### src/verilog/mctc_pkg.sv
// Package of constants for the multicast packet classifier
package mctc_pkg;

  // ==========================================================================
  // Register offsets (word addresses on the plain register port)
  localparam logic [3:0] OFF_CAP       = 4'h0;
  localparam logic [3:0] OFF_CTRL      = 4'h1;
  localparam logic [3:0] OFF_BASE_LO   = 4'h2;
  localparam logic [3:0] OFF_BASE_HI   = 4'h3;
  localparam logic [3:0] OFF_BLKALL_LO = 4'h4;
  localparam logic [3:0] OFF_BLKALL_HI = 4'h5;
  localparam logic [3:0] OFF_BLKUT_LO  = 4'h6;
  localparam logic [3:0] OFF_BLKUT_HI  = 4'h7;
  localparam logic [3:0] OFF_PORTCFG   = 4'h8;
  localparam logic [3:0] OFF_STATUS    = 4'h9;
  localparam logic [3:0] OFF_LASTHDR0  = 4'ha;
  localparam logic [3:0] OFF_LASTHDR1  = 4'hb;
  localparam logic [3:0] OFF_COUNT     = 4'hc;

  // ==========================================================================
  // Field positions
  localparam int CTRL_ON_BIT      = 15;
  localparam int CTRL_NUM_LSB     = 0;
  localparam int BASE_EXP_LSB     = 0;
  localparam int BASE_ADDR_LSB    = 12;
  localparam int PORTCFG_UP_BIT   = 0;
  localparam int PORTCFG_LOAD_BIT = 1;
  localparam int ST_PRI_STA_BIT   = 0;
  localparam int ST_SEC_STA_BIT   = 1;
  localparam int ST_BLOCKED_BIT   = 2;

  // ==========================================================================
  // Reset values and limits
  localparam logic [5:0] MAXGRP_RESET  = 6'h1f;   // Means 32 groups
  localparam logic [5:0] MAXGRP_LIMIT  = 6'h3f;   // Means 64 groups
  localparam int         MAX_GROUPS    = 64;

  // ==========================================================================
  // Packet type codes as seen on the ingress header port
  localparam logic [1:0] PKT_OTHER     = 2'h0;
  localparam logic [1:0] PKT_MEM_WRITE = 2'h1;
  localparam logic [1:0] PKT_ADDR_MSG  = 2'h2;
  localparam logic [1:0] AT_UNTRANS    = 2'h0;

endpackage : mctc_pkg

### src/verilog/mctc_classifier.sv
// Multicast ingress classifier with per-group blocking checks
//
// Summary of operation
// - Up to 64 multicast groups per partition
// - Group capability resets to 32, loadable to 64
// - Multicast result stays in receiving partition
// - Only memory writes and address messages qualify
// - Multicast off means everything routes unicast
// - Multicast keeps posted ordering, no extra rules
// - Group regions contiguous, only enabled count decoded
// - Region size is two to the exponent
// - Base address is a full 64-bit value
// - Group n starts at base plus n regions
// - Zero low and group bits, compare base
// - Group ID taken starting at exponent bit
// - Group above enabled count means not multicast
// - Only source validation check applies to multicast
// - Block-all bit set blocks the packet
// - Block-untranslated bit plus untranslated AT blocks
// - Blocked packet dropped, credits returned
// - Blocked packet reported with header logged
// - Blocked sets signaled target abort flag
//
// Local design decisions: the register offsets and strobed register access.
`timescale 1ns/1ns
`default_nettype none

module mctc_classifier #(
  parameter int GROUPS = 64
) (
  input  wire logic        I_CLK_SYS,
  input  wire logic        I_RESETN,
  // Register port
  input  wire logic [3:0]  I_REG_ADDR,
  input  wire logic [31:0] I_REG_WDATA,
  input  wire logic        I_REG_WR,
  input  wire logic        I_REG_RD,
  output logic      [31:0] O_REG_RDATA,
  // Ingress packet header, one per cycle
  input  wire logic        I_PKT_VALID,
  input  wire logic [1:0]  I_PKT_TYPE,
  input  wire logic [63:0] I_PKT_ADDR,
  input  wire logic [1:0]  I_PKT_AT,
  input  wire logic [63:0] I_PKT_HDR,
  input  wire logic        I_PKT_SRC_OK,
  // Classification result, one cycle after the header
  output logic             O_RES_VALID,
  output logic             O_RES_MCAST,
  output logic [5:0]       O_RES_GROUP,
  output logic             O_RES_DROP,
  output logic             O_RES_ACS_FAIL,
  output logic             O_RES_CREDIT_RET,
  output logic             O_ERR_MC_BLOCKED,
  output logic [63:0]      O_ERR_HDR
);

  // ==========================================================================
  // Parameter check
  initial
  begin
    if (GROUPS < 1 || GROUPS > mctc_pkg::MAX_GROUPS)
      $error("GROUPS out of range");
  end

  // ==========================================================================
  // Design notes
  //
  // Register port
  //   Writes land on the edge that samples the write strobe.
  //   Reads are registered: data stand one cycle after the strobe.
  //   Outside that cycle the read data port shows zero.
  //   Unmapped indices read zero and ignore writes.
  //   Strobes may follow each other with no idle cycle.
  //
  // Capability field
  //   Resets to the 32-group code.
  //   Only a write with the init-load bit set changes it.
  //   Plain software writes leave the advertised count alone.
  //
  // Control register
  //   One enable bit and a six-bit enabled-count field.
  //   A count field of N enables N plus one groups.
  //   With enable clear no header is ever classified multicast.
  //
  // Base address
  //   Low word carries base bits 31:12 and the exponent.
  //   Base bits below 12 are forced to zero.
  //   High word carries base bits 63:32.
  //   Software must keep base bits under the group field zero.
  //   A nonzero bit there makes every compare miss.
  //
  // Classification
  //   Address bits below the exponent are masked off.
  //   Group-ID bits above the exponent are masked off too.
  //   The rest must equal the base for a hit.
  //   Group ID width grows with the enabled count.
  //   A group ID beyond the enabled count is not multicast.
  //   A group ID at or beyond GROUPS is not multicast either.
  //   Only memory writes and address messages are candidates.
  //   Every other type routes unicast, whatever its address.
  //
  // Blocking
  //   Block-all bit of the group blocks any multicast header that passes source validation.
  //   Block-untranslated bit blocks only untranslated headers.
  //   A header failing source validation is flagged, not blocked.
  //   Source validation itself is done outside this block.
  //
  // Blocked headers
  //   Dropped, with credits handed back in the same cycle.
  //   Reported as a blocked-multicast error pulse.
  //   Header copied to the error header output and the log.
  //   Upstream ports set the primary target-abort flag.
  //   Downstream ports set the secondary target-abort flag.
  //   A sticky blocked-seen flag and a counter record history.
  //
  // Status flags
  //   Cleared by writing ones.
  //   A block in the same cycle as the clear wins.
  //
  // Result stage
  //   One verdict per header, one cycle later, in arrival order.
  //   No buffering: a header per cycle is accepted and answered.
  //   The verdict never crosses to another partition's port.
  //
  // Hazards
  //   Routing fields must not change with traffic in flight.
  //   The datapath is one wide compare; timing may need care.
  //   The blocked counter wraps to zero on the 65536th event.
  //

  // ==========================================================================
  // Software state
  logic [5:0]  maxgrp_reg;
  logic        on_reg;
  logic [5:0]  num_reg;
  logic [5:0]  exp_reg;
  logic [63:0] base_reg;
  logic [63:0] blkall_reg;
  logic [63:0] blkut_reg;
  logic        upstream_reg;
  logic        pri_sta_reg;
  logic        sec_sta_reg;
  logic        blocked_reg;
  logic [63:0] lasthdr_reg;
  logic [15:0] count_reg;
  logic [31:0] rdata_reg;

  // Register write decode
  wire         wr_cap     = I_REG_WR && (I_REG_ADDR == mctc_pkg::OFF_CAP);
  wire         wr_ctrl    = I_REG_WR && (I_REG_ADDR == mctc_pkg::OFF_CTRL);
  wire         wr_base_lo = I_REG_WR && (I_REG_ADDR == mctc_pkg::OFF_BASE_LO);
  wire         wr_base_hi = I_REG_WR && (I_REG_ADDR == mctc_pkg::OFF_BASE_HI);
  wire         wr_ba_lo   = I_REG_WR && (I_REG_ADDR == mctc_pkg::OFF_BLKALL_LO);
  wire         wr_ba_hi   = I_REG_WR && (I_REG_ADDR == mctc_pkg::OFF_BLKALL_HI);
  wire         wr_bu_lo   = I_REG_WR && (I_REG_ADDR == mctc_pkg::OFF_BLKUT_LO);
  wire         wr_bu_hi   = I_REG_WR && (I_REG_ADDR == mctc_pkg::OFF_BLKUT_HI);
  wire         wr_port    = I_REG_WR && (I_REG_ADDR == mctc_pkg::OFF_PORTCFG);
  wire         wr_status  = I_REG_WR && (I_REG_ADDR == mctc_pkg::OFF_STATUS);
  // Capability rewrite allowed only with the init-load strobe bit
  wire         cap_load   = wr_cap && I_REG_WDATA[mctc_pkg::PORTCFG_LOAD_BIT + 15];
  wire [5:0]   cap_wval   = I_REG_WDATA[5:0];

  // ==========================================================================
  // Classification datapath
  wire [63:0]  low_mask   = (64'h1 << exp_reg) - 64'h1;
  wire [6:0]   grp_bits   = gid_width(num_reg);
  wire [63:0]  grp_field  = ((64'h1 << grp_bits) - 64'h1) << exp_reg;
  wire [63:0]  addr_mask  = ~(low_mask | grp_field);
  wire         base_hit   = ((I_PKT_ADDR & addr_mask) == base_reg);
  wire [63:0]  grp_shift  = (I_PKT_ADDR & grp_field) >> exp_reg;
  wire [5:0]   grp_id     = grp_shift[5:0];
  wire         grp_ok     = (grp_id <= num_reg) && (32'(grp_id) < GROUPS);
  wire         type_ok    = (I_PKT_TYPE == mctc_pkg::PKT_MEM_WRITE) ||
                            (I_PKT_TYPE == mctc_pkg::PKT_ADDR_MSG);
  wire         is_mcast   = on_reg && type_ok && base_hit && grp_ok;
  wire         acs_fail   = is_mcast && !I_PKT_SRC_OK;
  wire         blk_all    = blkall_reg[grp_id];
  wire         blk_ut     = blkut_reg[grp_id] &&
                            (I_PKT_AT == mctc_pkg::AT_UNTRANS);
  wire         blocked    = I_PKT_VALID && is_mcast && !acs_fail &&
                            (blk_all || blk_ut);

  // Number of group-ID bits: ceil(log2(count field + 1))
  function automatic logic [6:0] gid_width(input logic [5:0] n);
    logic [6:0] w;
    w = 7'h0;
    for (int i = 0; i < 7; i++)
    begin
      if ((7'(n) + 7'h1) > (7'h1 << i))
        w = 7'(i + 1);
    end
    return w;
  endfunction : gid_width

  // ==========================================================================
  // Capability and control registers
  always_ff @(posedge I_CLK_SYS or negedge I_RESETN)
  begin
    if (!I_RESETN)
    begin
      maxgrp_reg <= mctc_pkg::MAXGRP_RESET;
      on_reg     <= 1'b0;
      num_reg    <= 6'h00;
    end
    else
    begin
      if (cap_load)
        maxgrp_reg <= cap_wval;
      if (wr_ctrl)
      begin
        on_reg  <= I_REG_WDATA[mctc_pkg::CTRL_ON_BIT];
        num_reg <= I_REG_WDATA[mctc_pkg::CTRL_NUM_LSB +: 6];
      end
    end
  end

  // Base address, exponent and per-group block vectors
  always_ff @(posedge I_CLK_SYS or negedge I_RESETN)
  begin
    if (!I_RESETN)
    begin
      exp_reg    <= 6'h00;
      base_reg   <= 64'h0;
      blkall_reg <= 64'h0;
      blkut_reg  <= 64'h0;
    end
    else
    begin
      if (wr_base_lo)
      begin
        exp_reg        <= I_REG_WDATA[mctc_pkg::BASE_EXP_LSB +: 6];
        base_reg[31:0] <= {I_REG_WDATA[31:12], 12'h000};
      end
      if (wr_base_hi)
        base_reg[63:32] <= I_REG_WDATA;
      if (wr_ba_lo)
        blkall_reg[31:0] <= I_REG_WDATA;
      if (wr_ba_hi)
        blkall_reg[63:32] <= I_REG_WDATA;
      if (wr_bu_lo)
        blkut_reg[31:0] <= I_REG_WDATA;
      if (wr_bu_hi)
        blkut_reg[63:32] <= I_REG_WDATA;
    end
  end

  // Port role and sticky status; a new block wins over a write-one clear
  wire         clr_pri = wr_status && I_REG_WDATA[mctc_pkg::ST_PRI_STA_BIT];
  wire         clr_sec = wr_status && I_REG_WDATA[mctc_pkg::ST_SEC_STA_BIT];
  wire         clr_blk = wr_status && I_REG_WDATA[mctc_pkg::ST_BLOCKED_BIT];
  always_ff @(posedge I_CLK_SYS or negedge I_RESETN)
  begin
    if (!I_RESETN)
    begin
      upstream_reg <= 1'b0;
      pri_sta_reg  <= 1'b0;
      sec_sta_reg  <= 1'b0;
      blocked_reg  <= 1'b0;
    end
    else
    begin
      if (wr_port)
        upstream_reg <= I_REG_WDATA[mctc_pkg::PORTCFG_UP_BIT];
      pri_sta_reg <= (blocked && upstream_reg) || (pri_sta_reg && !clr_pri);
      sec_sta_reg <= (blocked && !upstream_reg) || (sec_sta_reg && !clr_sec);
      blocked_reg <= blocked || (blocked_reg && !clr_blk);
    end
  end

  // Header log of the last blocked packet and blocked packet count
  always_ff @(posedge I_CLK_SYS or negedge I_RESETN)
  begin
    if (!I_RESETN)
    begin
      lasthdr_reg <= 64'h0;
      count_reg   <= 16'h0000;
    end
    else if (blocked)
    begin
      lasthdr_reg <= I_PKT_HDR;
      count_reg   <= count_reg + 16'h0001;
    end
  end

  // ==========================================================================
  // Read data, valid only in the cycle after the read strobe
  wire [31:0] rd_mux =
    (I_REG_ADDR == mctc_pkg::OFF_CAP)       ? {26'h0, maxgrp_reg} :
    (I_REG_ADDR == mctc_pkg::OFF_CTRL)      ? {16'h0, on_reg, 9'h0, num_reg} :
    (I_REG_ADDR == mctc_pkg::OFF_BASE_LO)   ? {base_reg[31:12], 6'h0, exp_reg} :
    (I_REG_ADDR == mctc_pkg::OFF_BASE_HI)   ? base_reg[63:32] :
    (I_REG_ADDR == mctc_pkg::OFF_BLKALL_LO) ? blkall_reg[31:0] :
    (I_REG_ADDR == mctc_pkg::OFF_BLKALL_HI) ? blkall_reg[63:32] :
    (I_REG_ADDR == mctc_pkg::OFF_BLKUT_LO)  ? blkut_reg[31:0] :
    (I_REG_ADDR == mctc_pkg::OFF_BLKUT_HI)  ? blkut_reg[63:32] :
    (I_REG_ADDR == mctc_pkg::OFF_PORTCFG)   ? {31'h0, upstream_reg} :
    (I_REG_ADDR == mctc_pkg::OFF_STATUS)    ? {29'h0, blocked_reg, sec_sta_reg, pri_sta_reg} :
    (I_REG_ADDR == mctc_pkg::OFF_LASTHDR0)  ? lasthdr_reg[31:0] :
    (I_REG_ADDR == mctc_pkg::OFF_LASTHDR1)  ? lasthdr_reg[63:32] :
    (I_REG_ADDR == mctc_pkg::OFF_COUNT)     ? {16'h0, count_reg} : 32'h0;

  always_ff @(posedge I_CLK_SYS or negedge I_RESETN)
  begin
    if (!I_RESETN)
      rdata_reg <= 32'h0;
    else
      rdata_reg <= I_REG_RD ? rd_mux : 32'h0;
  end

  // ==========================================================================
  // Result stage: one registered verdict per header, in arrival order
  always_ff @(posedge I_CLK_SYS or negedge I_RESETN)
  begin
    if (!I_RESETN)
    begin
      O_RES_VALID      <= 1'b0;
      O_RES_MCAST      <= 1'b0;
      O_RES_GROUP      <= 6'h00;
      O_RES_DROP       <= 1'b0;
      O_RES_ACS_FAIL   <= 1'b0;
      O_RES_CREDIT_RET <= 1'b0;
      O_ERR_MC_BLOCKED <= 1'b0;
      O_ERR_HDR        <= 64'h0;
    end
    else
    begin
      O_RES_VALID      <= I_PKT_VALID;
      O_RES_MCAST      <= I_PKT_VALID && is_mcast;
      O_RES_GROUP      <= is_mcast ? grp_id : 6'h00;
      O_RES_DROP       <= blocked;
      O_RES_ACS_FAIL   <= I_PKT_VALID && acs_fail;
      O_RES_CREDIT_RET <= blocked;
      O_ERR_MC_BLOCKED <= blocked;
      O_ERR_HDR        <= blocked ? I_PKT_HDR : O_ERR_HDR;
    end
  end

  assign O_REG_RDATA = rdata_reg;

endmodule : mctc_classifier

`default_nettype wire

### config.mk
export PLATFORM = sky130hd
export DESIGN_NAME = mctc_classifier
export DESIGN_NICKNAME = d
export VERILOG_FILES = /design/src/verilog/mctc_pkg.sv /design/src/verilog/mctc_classifier.sv
export SDC_FILE = /design/constraint.sdc
export NUM_CORES = 1
export LEC_CHECK = 0
export ABC_AREA = 1
export BUFFER_PORTS_ARGS = -buffer_cell sky130_fd_sc_hd__buf_2
export CAP_MARGIN = 10
export CORE_UTILIZATION = 30
export CTS_CLUSTER_SIZE = 25
export DETAILED_ROUTE_END_ITERATION = 8
export GPL_TIMING_DRIVEN = 0
export SYNTH_ARGS = -nofsm -noshare
export SYNTH_HDL_FRONTEND = slang
export SYNTH_SLANG_ARGS = --single-unit
### constraint.sdc
create_clock -name I_CLK_SYS -period 10.32 [get_ports I_CLK_SYS]
set_input_delay 2.064 -clock I_CLK_SYS [delete_from_list [all_inputs] [get_ports I_CLK_SYS]]
set_output_delay 2.064 -clock I_CLK_SYS [all_outputs]
set_load 0.05 [all_outputs]
==> results.md, run 1 <==
* Antenna violations before repair at 2
* Worst-Skew Late Latency at approximately 0.60 ns
* Status: complete, no violations
* Clock-pin transition on the worst setup and hold timing paths at about 0.07 ns
* Critical path type: reg2reg
* CP most frequent cell: nand2_1
* Mapped Nets at about 3,800
* Xor and xnor area share after synthesis at about 1.6%
* Worst Max-Slew Pin Slew at 1.32 ns
* Reg2Reg Depth at 54
* Row cnt at ~100
* Die X at roughly 280 µm
* H-tree depth at 1
* Syn Area/Cell at 6.59 µm²
* NumNets Final at ~4,000
* EDFF count, synth at 0
* Peak supply drop at approximately 0.00013 V
* TritonCTS Buffers at 31
* Synth Flop Type: dfrtp_1
* Clk buf depth at 3
* Reg2Reg Setup Slack at slightly above 0.7 ns
* Worst R2R Start: num_reg[0]
* Worst hold path class: reg2reg
* Post-route setup slack at 0.719 ns
* Area leader, netlist: dfrtp_1
* Synth Area in Compound Gates at roughly 15%
* Largest net degree at the start of global routing at 109
* Post-synthesis sequential area ratio at approximately a third
* CTS tree: built
* Die area at roughly 80,000 µm²
* Final Hold Violating Endpoints at 0
* Clock sinks at ~330
* Worst slack at placement at -0.200 ns
* Max_cap viols at 0
* Number of global-route vias before repair at 26,200
* Wire per inst at around 26 µm
* Core area at around 78,000 µm²
* Most common cell after layout, fill and taps aside: nand2_1
* Synth top area cells: dfrtp_1 (34%), nand2_1 (17%), nand3_1 (9.8%)
* Skew final at between 0.02 and 0.025 ns
* Number of warnings issued by yosys at 0
* Final ANT Viol Nets at 0
* Static leakage at ~14 nW
* Yosys top cell area share at 33.8%
* DR iter-0 viols at a little under 3,000
* Vias/cell at 5.47
* Layout fillers at ~8,600
* Main combinational cell family by area after synthesis: simple AND/OR/NAND/NOR gates
* Finish-stage setup viols at 0
* Mux contribution to synthesized area at 0.0423%
* Initial core utilization at just over 30%
* Req. time, crit path at 10.86 ns
* P per Cell Area at ~220 nW/µm²
* Share of cells above drive strength 1 at between 10% and 20%
* Synth cell types at 70
* Die H at roughly 280 µm
* Critical Path AT at about 10 ns
* Setup crit end: lasthdr_reg[15]
* Total grt overflow at 0
* Seq cells post-synth at roughly 330
* Most frequent cells in the layout: nand2_1 (1,065), nand3_1 (464), buf_2 (327)
* Clock root buffer: clkbuf_16
* Dpl hpwl at about 110,000 µm
* Crit path largest cell delay at between 0.4 and 0.5 ns
* Synth Area in Simple Gates at roughly 39%
* Placer Congestion at about 1.0
* Area growth syn-to-layout at 16.8%
* Final slew viol count at 0
* Kind of end point of the critical path: flop
* RSZ-0062 raised after global routing: no
* FF+latch area at between 8000 and 9000 µm²
* Minimum clock period at slightly below 10 ns
* Critical R2R Capture: lasthdr_reg[15]
* CP startpoint: num_reg[0]
* Ys async rst share at between 90% and 100%
* Period Utilization, post-route at approximately 93%
* Mapped Area at 23,700 µm²
* Crit-path max FO at 10
* GRT Total Usage at a little under a third
* I/O Pins at roughly 280
* Slew margin rel. at between 10% and 20%
* IO Port Bufs at 280
* First-pass GRT wire length at 185,000 µm
* Synth Area in Adders at less than 1%
* Critical-path top delay cell: o21ai_0
* 1st-pass router iterations at 8
* Power Total at approximately 6.1 mW
* Fmax at 104 MHz
* Via count at ~27,000
* Total routed wirelength at about 130,000 µm
* Cells after Synth at 3,592
* Final core utilization at 35.6%
* Multi-input logic area at ~13,000 µm²
* CP startpoint kind: flop
* # DRC at 0
[area by class of cell]
cell class              count  share of cell area (%)
multi-input cells        2742                    48.3
flip-flops and latches    325                    29.4
repair buffers            290                    5.59
well taps                1040                    4.70
inverters                 317                    4.38
plain buffers             207                    3.75
clock buffers              38                    2.97
clock inverters            20                   0.796
diodes                      3                  0.0271
[critical path: cells and delay by family, from the launching register on]
kind	cells	cell delay, ns
adders and majority gates	3	0.90
DFF	1	0.46
and+or+nand+nor	35	5.69
buffers and inverters	7	0.89
AOI/OAI and AO/OA	9	1.54
[cell usage after synthesis, drive strengths merged (34+ instances only)]
library cell and n:
nand3 479, dfrtp 320, nor3 41, a21oi 107
nor2 283, o211ai 42, buf 110, inv 312
o21ai 338, nand4 107, nand2 1114, clkbuf 98
xor2 34
[report_power, final]
part           switching (mW)  internal [mW]
sequential              0.159           1.44
combinational            2.41          0.890
clock                   0.543          0.669
total                    3.11           3.00
[stage by stage]
step	area, µm²	TNS, ns	std cells	hold WS, ns
2_1_floorplan	23700	0	3592	0.442
4_1_cts	27500	0	4975	0.482
5_1_grt	27700	0	4979	0.509
6_report	27700	0	4982	0.486
3_5_place_dp	26500	-8.72	4915	0.461
3_3_place_gp	26400	-8.75	4912	0.461
[timing repair]
item / CTS / global route
hold buffers: 0 / 0
resized for setup: 3 / 30
cloned: 0 / 0
pin swaps: 0 / 3
setup buffers: 2 / 5
endpoints found under the setup margin: 68 / 78
[routing by layer]
metal | up-vias | GRT usage (%) | routed length [µm]
met1 | 13000 | 38.8 | 51900
met4 | 0 | 20.3 | 9430
met5 | - | 0 | 0
li1 | 12700 | - | -
met2 | 1369 | 52.9 | 60900
met3 | 291 | 3.24 | 8200
[worst min path at each step]
stage | startpoint | end | cells past startpoint
floorplan | count_reg[13] | count_reg[13] | 2
global placement | count_reg[8] | count_reg[8] | 2
detailed placement | count_reg[8] | count_reg[8] | 2
CTS | count_reg[8] | count_reg[8] | 2
global route | blkut_reg[11] | blkut_reg[11] | 2
finish | base_reg[60] | base_reg[60] | 2
[kinds of logic (layout without fill, tap and decap cells)]
| kind of cell | count (synthesis) | count (layout) |
|---|---|---|
| AO/OA/AOI/OAI | 599 | 599 |
| XOR/XNOR | 44 | 44 |
| adder cells (fa/ha/maj) | 14 | 14 |
| buffers and inverters | 525 | 872 |
| flip-flops | 325 | 325 |
| multiplexers | 1 | 1 |
| other | 0 | 3 |
| AND/OR/NAND/NOR | 2084 | 2084 |
Power figures use the tool's default switching activity.
==> inputs of run 2 (changes only) <==
--- a/config.mk
+++ b/config.mk
@@ -5,7 +5,6 @@
 export SDC_FILE = /design/constraint.sdc
 export NUM_CORES = 1
 export LEC_CHECK = 0
-export ABC_AREA = 1
 export BUFFER_PORTS_ARGS = -buffer_cell sky130_fd_sc_hd__buf_2
 export CAP_MARGIN = 10
 export CORE_UTILIZATION = 30
==> results.md, run 2 <==
* Fin cells at 4,305 (-14%)
* Top-count cell post-synth: dfrtp_1
* Cells after Synth at 2,842 (-21%)
* GRT Total Usage at 40.7% (+9.0 points)
* Minimum clock period at 10.36 ns (+0.762 ns)
* CTS tree: built
* Syn Area/Cell at 8.59 µm² (+30%)
* Combinational Power Share at 60.4% (+6.4 points)
* Fmax at 96.5 MHz (-7.4%)
* Most frequent cells in the layout: dfrtp_1 (319), nand2_1 (301), buf_2 (291)
* Dpl hpwl at 135,000 µm (+26%)
* Skew final at 0.0194 ns (-0.00289 ns)
* Slew margin rel. at 1.64% (-9.2 points)
* Post-route setup slack at -0.0435 ns (-0.762 ns)
* Ys async rst share at 100% (unchanged)
* Most frequent cells after synthesis: dfrtp_1 (320), nand2_1 (307), nor2_1 (244)
* Clk network pwr share at 16.8% (-3.0 points)
* Pint at 3.35 mW (+12%)
* Power Total at 7.29 mW (+19%)
* Share of cells above drive strength 1 at 25.2% (+11 points)
* Clock root buffer: clkbuf_16
* Vias/cell at 6.70 (+22%)
* TNS Setup at -0.689 ns (-0.689 ns)
* Final Hold Violating Endpoints at 0 (unchanged)
* Crit path largest cell delay at 0.75 ns (+0.28 ns)
* Max_cap viols at 0 (unchanged)
* Placer Congestion at 1.14 (+9.2%)
* Critical Path AT at 10.83 ns (+0.69 ns)
* Total grt overflow at 0 (unchanged)
* Post-synthesis sequential area ratio at 33.4% (-1.0 points)
* Die area at 82,500 µm² (+3.0%)
* Static leakage at 12.3 nW (-11%)
* IO Port Bufs at 278 (-0.71%)
* Req. time, crit path at 10.79 ns (-0.07 ns)
* Crit-path max FO at 10 (unchanged)
* Core area at 80,500 µm² (+3.6%)
* TritonCTS Buffers at 31 (unchanged)
* EDFF count, synth at 0 (unchanged)
* Synth cell types at 104 (+49%)
* Placed cells at 4,199 (-15%)
* H-tree depth at 1 (unchanged)
* Initial core utilization at 30.3% (-0.17 points)
* Seq cells post-synth at 325 (unchanged)
* Switching part of the total power at 54.1% (+3.2 points)
* Critical-path top delay cell: clkbuf_1
* Failing checks: setup timing
* Yosys top cell area share at 32.8% (-1.0 points)
* Sequential Power Share at 22.8% (-3.4 points)
* Clk buf depth at 3 (unchanged)
* Hold_buf cts at 0 (unchanged)
* Clock sinks at 325 (unchanged)
* Antenna violations before repair at 11 (+9)
* Via count at 28,800 (+5.7%)
* Worst-Skew Late Latency at 0.60 ns (about the same)
* Hold path depth at 1 (-1)
* Final ANT Viol Nets at 0 (unchanged)
* Reg2Reg Depth at 30 (-44%)
* Psw at 3.94 mW (+27%)
* Final slew viol count at 0 (unchanged)
* NumNets Final at 3,401 (-17%)
* Total routed wirelength at 173,000 µm (+32%)
* Critical path type: reg2reg
* Finish-stage setup viols at 36 (+36)
* Period Utilization, post-route at 100% (+7.4 points)
* Synth Flop Type: dfrtp_1
* Synth top area cells: dfrtp_1 (33%), mux2_2 (9.1%), nand2_1 (4.7%)
* Kind of end point of the critical path: flop
* Largest net degree at the start of global routing at 98 (-10%)
* 1st-pass router iterations at 7 (-1)
* P per Cell Area at 245 nW/µm² (+11%)
* CP startpoint kind: flop
* First-pass GRT wire length at 231,000 µm (+25%)
* Peak supply drop at 0.000168 V (+30%)
* Most common cell after layout, fill and taps aside: dfrtp_1
* DR iter-0 viols at 3,939 (+35%)
* CP most frequent cell: clkbuf_1
* Worst Max-Slew Pin Slew at 1.47 ns (+0.142 ns)
* Hold slack at 0.491 ns (+0.00552 ns)
* Area leader, netlist: dfrtp_1
* Mapped Nets at 3,030 (-20%)
* Number of global-route vias before repair at 27,300 (+4.1%)
* Clock-pin transition on the worst setup and hold timing paths at 0.07 ns (about the same)
* Die H at 287 µm (+1.5%)
* Row cnt at 104 (+2.0%)
* Worst hold path class: reg2reg
* Mapped Area at 24,400 µm² (+3.1%)
* Wire per inst at 40.1 µm (+53%)
* # DRC at 0 (unchanged)
* Area growth syn-to-layout at 21.9%
* I/O Pins at 282 (unchanged)
* Status: finished, violations left
* Number of warnings issued by yosys at 0 (unchanged)
* Die X at 287 µm (+1.5%)
==> run 2: cell count changes in the layout (fill, tap and decap cells not counted), moves of 80 or more <==
| cell | change |
|---|---|
| mux2_2 | +197 |
| o21ai_0 | -153 |
| a21oi_1 | +80 |
| inv_1 | -243 |
| nand3_1 | -382 |
| nand2_1 | -764 |
==> run 2: path summary, 6_finish.rpt <==
path	start	endpoint	slack (ns)
setup / recovery	exp_reg[0]	lasthdr_reg[41]	-0.04
hold / removal	count_reg[15]	count_reg[15]	0.49
setup reg to reg	exp_reg[0]	lasthdr_reg[41]	-0.04
hold reg to reg	count_reg[15]	count_reg[15]	0.49
max in group asynchronous	I_RESETN	num_reg[0]	7.63
min in group asynchronous	I_RESETN	blkut_reg[4]	1.36
==> run 2: timing repair <==
item	4_1_cts	5_1_grt
setup buffers	33	11
endpoints found under the setup margin	92	92
resized for setup	142	42
pin swaps	24	17
==> run 2: metrics by stage <==
step	setup slack [ns]	util, %	instance area (µm²)
global route	-0.0652	36.9	29700
CTS	0.00106	36.5	29400
detailed placement	-3.90	34.1	27400
finish	-0.0435	36.9	29700
floorplan	1.56	-	24400
global placement	-4.99	33.7	27100
==> run 2: critical path: cells and delay by family, from the launching register on <==
kind	cells	cell delay [ns]
AO/OA/AOI/OAI	8	2.02
adder cells (fa/ha/maj)	1	0.56
buffers and inverters	11	5.31
flip-flops	1	0.33
multiplexers	1	0.35
AND/OR/NAND/NOR	9	1.60
==> run 2: cells by family after synthesis <==
| group | count (synthesis) | synth area share, % |
|---|---|---|
| DFF | 325 | 33.4 |
| AOI/OAI and AO/OA | 929 | 26.8 |
| adders and majority gates | 14 | 0.718 |
| and+or+nand+nor | 955 | 18.8 |
| muxes | 288 | 13.2 |
| buffers and inverters | 262 | 4.67 |
| xor gates and xnor gates | 69 | 2.48 |
==> run 2: power by group through the flow <==
stage               clock (mW)  combinational (mW)  sequential [mW]
finish                    1.23                4.41             1.66
global route              1.29                4.37             1.68
global placement             0                3.80             1.67
detailed placement           0                3.78             1.68
floorplan                    0                1.98             1.62
CTS                       1.25                4.02             1.66
==> run 2: final cells by class <==
class / instances / area, µm²
fill: 8442 / 50800
antenna: 7 / 17.5
inverter: 54 / 216
timing repair buffer: 344 / 2060
clock inverter: 15 / 210
buffer: 202 / 976
sequential: 325 / 8140
multi-input combinational: 2255 / 15900
clock buffer: 43 / 851
tap: 1060 / 1330
==> run 2: metal layers <==
metal  GRT usage, %  up-vias  wire length (µm)
li1               -    11700                 -
met1           46.4    14100             61400
met2           61.4     2340             73100
met3           12.9      766             19700
met4           35.2        0             18400
met5              0        -                 0
